$ cat src/hw/dac_rate_regs.vh
// register map, field positions, reset values and counts of the reset and rate core
// assumes it is included by bare name from the design files under hw/
//
// Function
// RL1 - three rate modes, from register or pins
// RL2 - codes 00 single, 01 dual, 10 quad
// RL3 - single rate: up to 54 kHz, 128x
// RL4 - dual rate: up to 108 kHz, 64x
// RL5 - quad rate: up to 216 kHz, 32x
// RL6 - host clock is 128 to 768 fs
// RL7 - host clock ratio matches the rate mode
// RL8 - after power-on, wait for clock activity; a reset pin rise in ST_HOLD starts initialization without it
// RL9 - every initialization lasts 1024 clock periods
// RL10 - audio accepted only after initialization
// RL11 - software mode: registers defaulted during initialization
// RL12 - outputs muted through reset and initialization
// RL13 - reset pin active low, rise starts initialization
// RL14 - soft reset bit starts identical sequence
// RL15 - pin low 65536 cycles enters power-down
// RL16 - soft reset bit clears itself at start
`ifndef DAC_RATE_REGS_VH
`define DAC_RATE_REGS_VH

// ****************************************
// register offsets (byte addresses)
// ****************************************
`define CTRL_OFF 12'h000
`define STAT_OFF 12'h004
`define INFO_OFF 12'h008

// ****************************************
// control register fields
// ****************************************
`define CTRL_RATE_LSB 0
`define CTRL_RATE_MSB 1
`define CTRL_SRST_BIT 2
`define CTRL_RATE_RST 2'h0

// ****************************************
// status register fields
// ****************************************
`define STAT_STATE_LSB 0
`define STAT_DONE_BIT 3
`define STAT_MUTE_BIT 4
`define STAT_PDN_BIT 5
`define STAT_BAD_BIT 6
`define STAT_CLK_BIT 7
`define STAT_SWMODE_BIT 8
`define STAT_RATE_LSB 12

// ****************************************
// info register fields
// ****************************************
`define INFO_OSR_LSB 0
`define INFO_FSMAX_LSB 8
`define INFO_FSMIN_LSB 16

// ****************************************
// rate codes and their figures
// ****************************************
`define RATE_SINGLE 2'h0
`define RATE_DUAL 2'h1
`define RATE_QUAD 2'h2
`define OSR_SINGLE 8'h80
`define OSR_DUAL 8'h40
`define OSR_QUAD 8'h20
`define FSMAX_SINGLE 8'h36
`define FSMAX_DUAL 8'h6c
`define FSMAX_QUAD 8'hd8
`define FSMIN_SINGLE 8'h00

// ****************************************
// timing counts in sys_clk_in cycles
// ****************************************
`define INIT_LAST 10'h3ff
`define PDN_CYCLES_DEF 17'h1_0000

// ****************************************
// synchroniser reset: reset pin idles high
// ****************************************
`define SYNC_W 5
`define SYNC_RST_VAL 5'h10

`endif

$ cat src/hw/dac_reset_and_rate_control.v
// reset sequencer and sample-rate selector of a four-channel converter core
// assumes an apb3 master on sys_clk_in; configuration pins, the reset pin
// and the host's master clock arrive unsynchronised
//
// The implementer's own choices: the APB register port and the placing of the registers.
`timescale 1ns/1ps
`default_nettype none
`include "dac_rate_regs.vh"

module dac_reset_and_rate_control #(
    parameter [16:0] PDN_CYCLES = `PDN_CYCLES_DEF
) (
    input wire sys_clk_in,
    input wire srst_in,
    input wire ce_in,
    input wire psel_in,
    input wire penable_in,
    input wire pwrite_in,
    input wire [11:0] paddr_in,
    input wire [31:0] pwdata_in,
    output wire [31:0] prdata_out,
    output wire pready_out,
    output wire pslverr_out,
    input wire rst_pin_n_in,
    input wire sw_mode_pin_in,
    input wire rate_pin_low_in,
    input wire rate_pin_high_in,
    input wire master_clk_in,
    output wire mute_out,
    output wire audio_accept_out,
    output wire reg_clear_out,
    output wire clk_stop_out,
    output wire [1:0] rate_mode_out,
    output wire [7:0] osr_out
);

    // ****************************************
    // states
    // ****************************************
    localparam [2:0] ST_IDLE = 3'h0;
    localparam [2:0] ST_INIT = 3'h1;
    localparam [2:0] ST_RUN = 3'h2;
    localparam [2:0] ST_HOLD = 3'h3;
    localparam [2:0] ST_PDOWN = 3'h4;

    localparam [16:0] PDN_LAST = PDN_CYCLES - 17'h1;

    // ****************************************
    // declarations
    // ****************************************
    wire [`SYNC_W-1:0] pins_s;
    wire rstn_s;
    wire sw_mode_s;
    wire rate_hi_s;
    wire rate_lo_s;
    wire mclk_s;
    reg mclk_d_r;
    reg rstn_d_r;
    wire mclk_edge;
    wire rstn_rise;

    reg [2:0] state_r;
    reg [2:0] state_nxt;
    reg [9:0] init_cnt_r;
    reg [16:0] pdn_cnt_r;
    wire init_start;
    wire init_restart;

    reg [1:0] ctrl_rate_r;
    reg srst_req_r;
    reg clk_seen_r;
    reg done_r;

    wire [1:0] rate_code;
    wire [7:0] dec_osr;
    wire [7:0] dec_fsmax;
    wire [7:0] dec_fsmin;
    wire dec_valid;
    reg [1:0] rate_r;
    reg [7:0] osr_r;
    reg [7:0] fsmax_r;
    reg [7:0] fsmin_r;
    reg rate_bad_r;

    reg mute_r;
    reg accept_r;
    reg clear_r;
    reg stop_r;

    reg [31:0] prdata_r;
    reg pready_r;
    reg pslverr_r;
    reg [31:0] rd_mux;
    reg rd_hit;
    wire access;
    wire wr_ctrl;

    // ****************************************
    // pin synchronisers
    // ****************************************
    pin_sync2 #(
        .W(`SYNC_W),
        .RST_VAL(`SYNC_RST_VAL)
    ) u_sync (
        .clk_in(sys_clk_in),
        .srst_in(srst_in),
        .ce_in(ce_in),
        .d_in({rst_pin_n_in, sw_mode_pin_in, rate_pin_high_in,
               rate_pin_low_in, master_clk_in}),
        .q_out(pins_s)
    );

    assign rstn_s = pins_s[4];
    assign sw_mode_s = pins_s[3];
    assign rate_hi_s = pins_s[2];
    assign rate_lo_s = pins_s[1];
    assign mclk_s = pins_s[0];

    // edge detectors look only at synchronised levels
    always @(posedge sys_clk_in) begin
        if (srst_in) begin
            mclk_d_r <= 1'b0;
            rstn_d_r <= 1'b1;
        end else if (ce_in) begin
            mclk_d_r <= mclk_s;
            rstn_d_r <= rstn_s;
        end
    end

    // the master clock is sampled, so activity means any toggle seen;
    // a master clock near or above half sys_clk_in may alias
    assign mclk_edge = mclk_s ^ mclk_d_r;
    assign rstn_rise = rstn_s & ~rstn_d_r; // RL13

    // ****************************************
    // sequencer
    // ****************************************
    always @* begin
        state_nxt = state_r;
        case (state_r)
            ST_IDLE: begin
                if (!rstn_s) begin
                    state_nxt = ST_HOLD;
                end else if (mclk_edge) begin
                    state_nxt = ST_INIT; // RL8
                end
            end
            ST_INIT: begin
                if (!rstn_s) begin
                    state_nxt = ST_HOLD;
                end else if (init_cnt_r == `INIT_LAST && !srst_req_r) begin
                    state_nxt = ST_RUN; // RL9
                end
            end
            ST_RUN: begin
                if (!rstn_s) begin
                    state_nxt = ST_HOLD;
                end else if (srst_req_r) begin
                    state_nxt = ST_INIT; // RL14
                end
            end
            ST_HOLD: begin
                if (rstn_rise) begin
                    state_nxt = ST_INIT; // RL13
                end else if (pdn_cnt_r == PDN_LAST) begin
                    state_nxt = ST_PDOWN; // RL15
                end
            end
            ST_PDOWN: begin
                // host restarts its clock before raising the pin
                if (rstn_rise) begin
                    state_nxt = ST_INIT; // RL15
                end
            end
            default: begin
                state_nxt = ST_IDLE;
            end
        endcase
    end

    // a soft reset during initialization restarts the count from zero
    assign init_restart = (state_r == ST_INIT) && rstn_s && srst_req_r; // RL14
    assign init_start = ((state_nxt == ST_INIT) && (state_r != ST_INIT))
                        || init_restart;

    always @(posedge sys_clk_in) begin
        if (srst_in) begin
            state_r <= ST_IDLE;
        end else if (ce_in) begin
            state_r <= state_nxt;
        end
    end

    always @(posedge sys_clk_in) begin
        if (srst_in) begin
            init_cnt_r <= 10'h000;
        end else if (ce_in) begin
            if (init_start) begin
                init_cnt_r <= 10'h000;
            end else if (state_r == ST_INIT) begin
                init_cnt_r <= init_cnt_r + 10'h001; // RL9
            end
        end
    end

    // counts the cycles the pin has been seen low
    always @(posedge sys_clk_in) begin
        if (srst_in) begin
            pdn_cnt_r <= 17'h0_0000;
        end else if (ce_in) begin
            if (state_r == ST_HOLD && pdn_cnt_r != PDN_LAST) begin
                pdn_cnt_r <= pdn_cnt_r + 17'h0_0001; // RL15
            end else if (state_r != ST_HOLD) begin
                pdn_cnt_r <= 17'h0_0000;
            end
        end
    end

    // ****************************************
    // control register
    // ****************************************
    assign access = psel_in & penable_in;
    // writes land on the edge where the master sees pready high
    assign wr_ctrl = access & pready_r & pwrite_in & (paddr_in == `CTRL_OFF);

    always @(posedge sys_clk_in) begin
        if (srst_in) begin
            ctrl_rate_r <= `CTRL_RATE_RST;
        end else if (ce_in) begin
            if (state_r == ST_INIT && sw_mode_s) begin
                ctrl_rate_r <= `CTRL_RATE_RST; // RL11
            end else if (wr_ctrl) begin
                ctrl_rate_r <= pwdata_in[`CTRL_RATE_MSB:`CTRL_RATE_LSB]; // RL1
            end
        end
    end

    // a new request written in the cycle the old one is consumed survives
    always @(posedge sys_clk_in) begin
        if (srst_in) begin
            srst_req_r <= 1'b0;
        end else if (ce_in) begin
            if (wr_ctrl && sw_mode_s && pwdata_in[`CTRL_SRST_BIT]) begin
                srst_req_r <= 1'b1; // RL14
            end else if (init_start) begin
                srst_req_r <= 1'b0; // RL16
            end
        end
    end

    // ****************************************
    // status flags
    // ****************************************
    always @(posedge sys_clk_in) begin
        if (srst_in) begin
            clk_seen_r <= 1'b0;
            done_r <= 1'b0;
        end else if (ce_in) begin
            if (mclk_edge) begin
                clk_seen_r <= 1'b1;
            end
            if (init_start || state_nxt != ST_RUN) begin
                done_r <= 1'b0;
            end else if (state_r == ST_INIT) begin
                done_r <= 1'b1;
            end
        end
    end

    // ****************************************
    // rate selection
    // ****************************************
    assign rate_code = sw_mode_s ? ctrl_rate_r : {rate_hi_s, rate_lo_s}; // RL1

    rate_decode u_dec (
        .code_in(rate_code),
        .osr_out(dec_osr),
        .fs_max_out(dec_fsmax),
        .fs_min_out(dec_fsmin),
        .valid_out(dec_valid)
    );

    // the clock ratio against fs is the host's duty and is not checked here
    always @(posedge sys_clk_in) begin
        if (srst_in) begin
            rate_r <= `RATE_SINGLE;
            osr_r <= `OSR_SINGLE;
            fsmax_r <= `FSMAX_SINGLE;
            fsmin_r <= `FSMIN_SINGLE;
            rate_bad_r <= 1'b0;
        end else if (ce_in) begin
            rate_r <= rate_code; // RL1
            osr_r <= dec_osr; // RL2
            fsmax_r <= dec_fsmax;
            fsmin_r <= dec_fsmin;
            rate_bad_r <= ~dec_valid; // RL2
        end
    end

    // ****************************************
    // sequencer outputs
    // ****************************************
    // registered from the next state so they line up with state_r
    always @(posedge sys_clk_in) begin
        if (srst_in) begin
            mute_r <= 1'b1;
            accept_r <= 1'b0;
            clear_r <= 1'b0;
            stop_r <= 1'b0;
        end else if (ce_in) begin
            mute_r <= (state_nxt != ST_RUN); // RL12
            accept_r <= (state_nxt == ST_RUN); // RL10
            clear_r <= (state_nxt == ST_INIT) && sw_mode_s; // RL11
            stop_r <= (state_nxt == ST_PDOWN); // RL15
        end
    end

    // ****************************************
    // apb read path
    // ****************************************
    always @* begin
        rd_mux = 32'h0000_0000;
        rd_hit = 1'b1;
        case (paddr_in)
            `CTRL_OFF: begin
                rd_mux[`CTRL_RATE_MSB:`CTRL_RATE_LSB] = ctrl_rate_r;
                rd_mux[`CTRL_SRST_BIT] = srst_req_r;
            end
            `STAT_OFF: begin
                rd_mux[`STAT_STATE_LSB+2:`STAT_STATE_LSB] = state_r;
                rd_mux[`STAT_DONE_BIT] = done_r;
                rd_mux[`STAT_MUTE_BIT] = mute_r;
                rd_mux[`STAT_PDN_BIT] = stop_r;
                rd_mux[`STAT_BAD_BIT] = rate_bad_r;
                rd_mux[`STAT_CLK_BIT] = clk_seen_r;
                rd_mux[`STAT_SWMODE_BIT] = sw_mode_s;
                rd_mux[`STAT_RATE_LSB+1:`STAT_RATE_LSB] = rate_r;
            end
            `INFO_OFF: begin
                rd_mux[`INFO_OSR_LSB+7:`INFO_OSR_LSB] = osr_r;
                rd_mux[`INFO_FSMAX_LSB+7:`INFO_FSMAX_LSB] = fsmax_r;
                rd_mux[`INFO_FSMIN_LSB+7:`INFO_FSMIN_LSB] = fsmin_r;
            end
            default: begin
                rd_hit = 1'b0;
            end
        endcase
    end

    // one wait state: pready rises in the second access cycle
    always @(posedge sys_clk_in) begin
        if (srst_in) begin
            pready_r <= 1'b0;
            pslverr_r <= 1'b0;
            prdata_r <= 32'h0000_0000;
        end else if (ce_in) begin
            if (access && !pready_r) begin
                pready_r <= 1'b1;
                pslverr_r <= ~rd_hit;
                prdata_r <= pwrite_in ? 32'h0000_0000 : rd_mux;
            end else begin
                pready_r <= 1'b0;
                pslverr_r <= 1'b0;
            end
        end
    end

    // ****************************************
    // outputs
    // ****************************************
    assign prdata_out = prdata_r;
    assign pready_out = pready_r;
    assign pslverr_out = pslverr_r;
    assign mute_out = mute_r;
    assign audio_accept_out = accept_r;
    assign reg_clear_out = clear_r;
    assign clk_stop_out = stop_r;
    assign rate_mode_out = rate_r;
    assign osr_out = osr_r;

endmodule
`default_nettype wire

$ cat src/hw/pin_sync2.v
// two-stage synchroniser for a group of unrelated level pins
// assumes one clock, synchronous active-high reset and a clock enable
`timescale 1ns/1ps
`default_nettype none

module pin_sync2 #(
    parameter W = 1,
    parameter [W-1:0] RST_VAL = {W{1'b0}}
) (
    input wire clk_in,
    input wire srst_in,
    input wire ce_in,
    input wire [W-1:0] d_in,
    output wire [W-1:0] q_out
);

    reg [W-1:0] meta_r;
    reg [W-1:0] q_r;

    // meta_r feeds q_r only; nothing else may look at it
    always @(posedge clk_in) begin
        if (srst_in) begin
            meta_r <= RST_VAL;
            q_r <= RST_VAL;
        end else if (ce_in) begin
            meta_r <= d_in;
            q_r <= meta_r;
        end
    end

    assign q_out = q_r;

endmodule
`default_nettype wire

$ cat src/hw/rate_decode.v
// decodes a two-bit rate code into oversampling ratio and fs window
// assumes a combinational consumer that registers the results
`timescale 1ns/1ps
`default_nettype none
`include "dac_rate_regs.vh"

module rate_decode (
    input wire [1:0] code_in,
    output reg [7:0] osr_out,
    output reg [7:0] fs_max_out,
    output reg [7:0] fs_min_out,
    output reg valid_out
);

    always @* begin
        osr_out = `OSR_SINGLE;
        fs_max_out = `FSMAX_SINGLE;
        fs_min_out = `FSMIN_SINGLE;
        valid_out = 1'b1;
        case (code_in)
            `RATE_SINGLE: begin
                osr_out = `OSR_SINGLE; // RL3
                fs_max_out = `FSMAX_SINGLE; // RL3
            end
            `RATE_DUAL: begin
                osr_out = `OSR_DUAL; // RL4
                fs_max_out = `FSMAX_DUAL; // RL4
                fs_min_out = `FSMAX_SINGLE; // RL4
            end
            `RATE_QUAD: begin
                osr_out = `OSR_QUAD; // RL5
                fs_max_out = `FSMAX_QUAD; // RL5
                fs_min_out = `FSMAX_DUAL; // RL5
            end
            default: begin
                // unused code: run as single rate but flag it
                valid_out = 1'b0; // RL2
            end
        endcase
    end

endmodule
`default_nettype wire

$ cat config.mk
export PLATFORM = sky130hd
export DESIGN_NAME = dac_reset_and_rate_control
export DESIGN_NICKNAME = d
export VERILOG_FILES = /design/src/hw/dac_reset_and_rate_control.v /design/src/hw/pin_sync2.v /design/src/hw/rate_decode.v
export VERILOG_INCLUDE_DIRS = /design/src /design/src/hw
export SDC_FILE = /design/constraint.sdc
export NUM_CORES = 1
export LEC_CHECK = 0
export BUFFER_PORTS_ARGS = -buffer_cell sky130_fd_sc_hd__buf_2
export CAP_MARGIN = 20
export CORE_MARGIN = 4
export CORE_UTILIZATION = 45
export CTS_CLUSTER_SIZE = 30
export DETAILED_ROUTE_END_ITERATION = 8
export HOLD_SLACK_MARGIN = 0.1
export PLACE_DENSITY = 0.72
export SLEW_MARGIN = 20
export SYNTH_ARGS = -nofsm -noshare
export SYNTH_HDL_FRONTEND = slang
export SYNTH_HIERARCHICAL = 1
export SYNTH_SLANG_ARGS = --single-unit
$ cat constraint.sdc
create_clock -name sys_clk_in -period 5.73 [get_ports sys_clk_in]
set_input_delay 0.8595 -clock sys_clk_in [delete_from_list [all_inputs] [get_ports sys_clk_in]]
set_output_delay 0.8595 -clock sys_clk_in [all_outputs]
set_load 0.02 [all_outputs]
==> summary.txt, run 1 <==
Worst setup slack after layout: 2840 ps
Post-synthesis cell count: 548
Async SR Flop Fraction: 0%
CP peak stage delay: 440 ps
Global-route wire length before repair: 18100 um
Max-slew violations: 0
Synth cell types: 64
Io pins: 103
Tcrit/Tclk final: 50.4%
RSZ-0062 raised after global routing: false
Worst Path Max Fanout: 7
Core box area: 10400 um^2
Final Skew: 6.14 ps
Overflow left after global routing: 0
Final Hold Vio Count: 0
CP Capture Type: flop
Most common cell in the synthesized netlist: dfxtp_1
ANT nets after route: 0
Worst EP required: 6000 ps
Vias: 3903
CP Launch Type: flop
Fmax achieved: 0.346 GHz
Dpl ws: 2590 ps
Critical-path cell list: nand3_1 > or3_1 > nor3_1 > ha_1 > nand2_1 > a32o_1 > o221a_4 > and2_4 > o41ai_2
Largest net degree at the start of global routing: 84
Layout cell share with drive strength beyond 1: 16.6%
Reg-to-reg slack, setup: 2840 ps
Placed inst area: 5060 um^2
Root Buffer: clkbuf_8
Post-route setup TNS: 0 ps
Leak: 2.17 nW
Starting Density: 46.5%
Clock-pin slew of the registers on the worst-case setup and hold paths: 100 ps
Main flop type after synthesis: dfxtp_1
WP data arrival: 3160 ps
Post-route DRC: 0
GRT Util Overall: 17.5%
Final Setup Violations: 0
Worst skew pair latency: 370 ps
Post-synth top area cell: dfxtp_1
Vias in the first global route: 3839
Worst slew margin: 33.4%
Post-route cell area: 5280 um^2
Crit path time final: 2890 ps
H-tree Lvls: 3
CTS Hold Buffers Added: 0
Die height: 111 um
Maximum vdd drop: 0.168 mV
Yosys top cell area share: 43.2%
Hold WC Path Type: flop to flop
Wirelength, routed: 10800 um
Critical setup path kind: flop to flop
Synth Cell Area: 4820 um^2
Clock Path Buffers: 2
Drt first pass iters: 4
Area grow syn2layout: 9.61%
CTS tree: built
Drt initial violations: 284
Clk sinks: 104
Count of port buffers added during placement: 65
Crit-path slowest cell: or3_1
Vias per cell: 5.38
Post-layout instance count excluding filler cells: 726
Largest cells by area after synthesis: dfxtp_1 (43%), mux2i_1 (8.1%), nor2_1 (6.0%)
Seq/Total Area, Yosys: 43.2%
Max cap viols: 0
Avg Synthesized Cell Area: 8.79 um^2
Fill cells: 976
FF+latch count, synth: 104
Yosys Warn Count: 6
Inst Count DP: 709
FP Rows: 37
Worst slew pin tran: 993 ps
CTS Buf Count: 9
Setup repair bufs after CTS: 0
Layout Nets: 648
ANT cells: 0
Synth cell count leaders: dfxtp_1 (104), nor2_1 (77), nand2_1 (45)
Final HPWL DP: 7460 um
Routed len/inst: 14.8 um
Initial antenna violation count: 0
Count of flip-flops with a built-in enable after synthesis: 0
Final Util: 50.9%
Post-cts repair resize count: 0
PwrDens: 256 nW/um^2
Die W: 111 um
Status: finished, final reports clean
Die Area: 12400 um^2
Gpl congestion: 0.826
## report_power, final
part	internal [mW]	switching, mW	total, mW
clock network	0.213	0.270	0.482
logic	0.0433	0.0742	0.117
registers	0.737	0.0153	0.753
## flip-flops by register name, indices dropped and copies added (netlist names), 2 cells and up
register and cells:
rate_mode_out 2, state_r 3, init_cnt_r 10, pdn_cnt_r 17
fsmin_r 8, u_sync/q_out 5, osr_out 8, ctrl_rate_r 2
fsmax_r 8, u_sync/meta_r 5, prdata_out 24
## layer usage
metal	vias up	global-route usage, %	wire (um)
li1	1950	-	-
met1	1846	20.5	4500
met2	88	30.2	5480
met3	19	4.57	500
met4	0	7.38	291
met5	-	0	0
## area by class of cell
cell class | instances | area (um^2) | area share [%]
well taps | 136 | 170 | 3.22
repair buffers | 69 | 359 | 6.80
clock inverters | 7 | 86.3 | 1.63
clock buffers | 9 | 124 | 2.34
inverters | 19 | 71.3 | 1.35
flip-flops and latches | 104 | 2080 | 39.4
multi-input cells | 382 | 2390 | 45.2
## path summary, 6_finish.rpt
| path | end | startpoint | depth (start not counted) |
|---|---|---|---|
| worst min-delay path | audio_accept_out | audio_accept_out | 2 |
| worst max register to register | init_cnt_r[4] | pdn_cnt_r[7] | 9 |
| worst min register to register | audio_accept_out | audio_accept_out | 2 |
| worst max-delay path | init_cnt_r[4] | pdn_cnt_r[7] | 9 |
## critical path: cells and delay by family, from the launching register on
kind	cells	cell delay (ps)
and+or+nand+nor	5	1170
AOI/OAI and AO/OA	3	900
DFF	1	390
adders and majority gates	1	340
## placed cells by master (no fill, tap or decap), types with 5 or more instances in the layout
cell type	n
xnor2_1	9
nand3_1	11
nand4_1	7
a22oi_1	23
or3_1	5
nand4b_1	5
mux2i_1	39
a211oi_1	6
o21ai_0	12
inv_1	18
dfxtp_1	104
nor2_1	77
ha_1	8
a21oi_1	28
clkbuf_8	9
conb_1	16
buf_2	65
nor2b_1	7
nand2_1	45
nor3_1	13
## kinds of logic (layout without fill, tap and decap cells)
kind of cell	Yosys count	in the layout	share of synthesized area, %
AND/OR/NAND/NOR	203	203	20.8
flip-flops	104	104	43.2
XOR/XNOR	13	13	2.36
buffers and inverters	76	104	8.31
AO/OA/AOI/OAI	101	101	14.6
adder cells (fa/ha/maj)	8	8	2.08
multiplexers	41	41	8.57
other	2	16	0.156
## stage by stage
step / hold WS [ps] / total power [mW]
after floorplan: 436 / 0.865
after global placement: 432 / 0.883
after detailed placement: 432 / 0.886
after CTS: 447 / 1.37
after global routing: 468 / 1.42
final: 445 / 1.35
Power figures use the tool's default switching activity.
==> run 2, diff against run 1 <==
==> constraint.sdc (replaced) <==
create_clock -name sys_clk_in -period 2.95 [get_ports sys_clk_in]
set_input_delay 0.4425 -clock sys_clk_in [delete_from_list [all_inputs] [get_ports sys_clk_in]]
set_output_delay 0.4425 -clock sys_clk_in [all_outputs]
set_load 0.02 [all_outputs]
==> run 2 against run 1 <==
Effect of this change:
- global-route usage fell by 0.32 points
- core utilization is 0.12 points higher
- non-clock buffer count increased by 3
- first-iteration DRC count is 31% lower
- maximum frequency grew 4.8%
- register-to-register slack worse by 2600 ps
- largest cell class unchanged
==> summary.txt, run 2 (synthesis gave the netlist of run 1 again) <==
Io pins: 103
ANT cells: 0
Tcrit/Tclk final: 93.5%
Commonest non-fill, non-tap cell in the layout: dfxtp_1
Vias: 3888
Post-route setup TNS: 0 ps
Die Area: 12400 um^2
Final Skew: 15.4 ps
Initial antenna violation count: 0
Maximum vdd drop: 0.377 mV
PwrDens: 485 nW/um^2
WP data arrival: 3050 ps
Reg-to-reg slack, setup: 190 ps
Drt first pass iters: 4
CTS tree: built
Clock Path Buffers: 2
Die W: 111 um
Global-route wire length before repair: 17700 um
RSZ-0062 raised after global routing: false
Hold depth: 2
Worst slew margin: 51.4%
Worst EP required: 3240 ps
Vias in the first global route: 3779
Post-route cell area: 5300 um^2
Post-route DRC: 0
GRT Util Overall: 17.2%
Worst Path Max Fanout: 7
Count of port buffers added during placement: 65
CTS Buf Count: 9
Power, Total: 2.57 mW
Layout cell share with drive strength beyond 1: 17.4%
Core box area: 10400 um^2
Fmax achieved: 0.363 GHz
Largest net degree at the start of global routing: 50
Critical setup path kind: flop to flop
Crit path time final: 2760 ps
CP Launch Type: flop
Hold WC Path Type: input port to flop
Wirelength, routed: 10500 um
Fill cells: 1012
Clock-pin slew of the registers on the worst-case setup and hold paths: 100 ps
Inst Count DP: 713
Clk sinks: 104
Final Hold Vio Count: 0
Max cap viols: 0
H-tree Lvls: 3
FP Rows: 37
Worst slew pin tran: 727 ps
Gpl congestion: 0.874
Layout Nets: 651
Final Setup Violations: 0
CP Capture Type: flop
Final HPWL DP: 7510 um
Worst skew pair latency: 390 ps
Root Buffer: clkbuf_8
Vias per cell: 5.33
Drt initial violations: 195
ANT nets after route: 0
Routed len/inst: 14.4 um
Placed inst area: 5090 um^2
Overflow left after global routing: 0
Worst r2r path cells: 9
Post-layout instance count excluding filler cells: 729
Status: finished, final reports clean
Max reg flops: 24
Starting Density: 46.5%
Leak: 2.17 nW
Max-slew violations: 0
Most frequent cells in the layout: dfxtp_1 (104), nor2_1 (77), buf_2 (65), nand2_1 (45), mux2i_1 (39)
Area grow syn2layout: 9.87%
Die height: 111 um
## run 2: path summary, 6_finish.rpt
check,startpoint,end
max,pdn_cnt_r[7],init_cnt_r[3]
min,rst_pin_n_in,u_sync/meta_r[4]
max reg2reg,pdn_cnt_r[7],init_cnt_r[3]
min reg2reg,audio_accept_out,audio_accept_out
## run 2: area by class of cell
| type | instances | area [um^2] | share of cell area [%] |
|---|---|---|---|
| multi-input cells | 382 | 2400 | 45.3 |
| flip-flops and latches | 104 | 2080 | 39.3 |
| repair buffers | 72 | 378 | 7.14 |
| well taps | 136 | 170 | 3.21 |
| clock buffers | 9 | 124 | 2.34 |
| clock inverters | 7 | 72.6 | 1.37 |
| inverters | 19 | 71.3 | 1.35 |
## run 2: power by group
part	internal (mW)	switching, mW	leakage, nW
Clock	0.333	0.541	0.0970
Combinational	0.0872	0.144	1.23
Sequential	1.43	0.0298	0.843
Total	1.85	0.715	2.17
## run 2: repair_timing
action                                  CTS  global route
endpoints found under the setup margin    0             2
hold buffers                              0             0
endpoints found under the hold margin     0             0
gates resized for setup                   0             2
buffers inserted                          0             0
## run 2: metal layers
metal	GRT usage (%)	up-vias	wire [um]
li1	-	1946	-
met1	20.6	1842	4570
met2	30.0	85	5250
met3	4.46	15	482
met4	5.68	0	170
met5	0	-	0
## run 2: critical path, stage by stage, from the launching register on
cell	delay (ps)
dfxtp_1	390
nand3_1	150
or3_1	450
nor3_1	270
ha_2	280
nand2_1	70
a32o_1	320
o221a_4	300
and2_4	190
o41ai_2	250
## run 2: stage by stage
step / hold WS [ps] / util, % / setup slack (ps)
CTS: 248 / 51.0 / 179
detailed placement: 445 / 49.1 / 202
global route: 248 / 51.1 / 0.950
finish: 268 / 51.1 / 193
global placement: 433 / 49.1 / 297
floorplan: 436 / - / 479
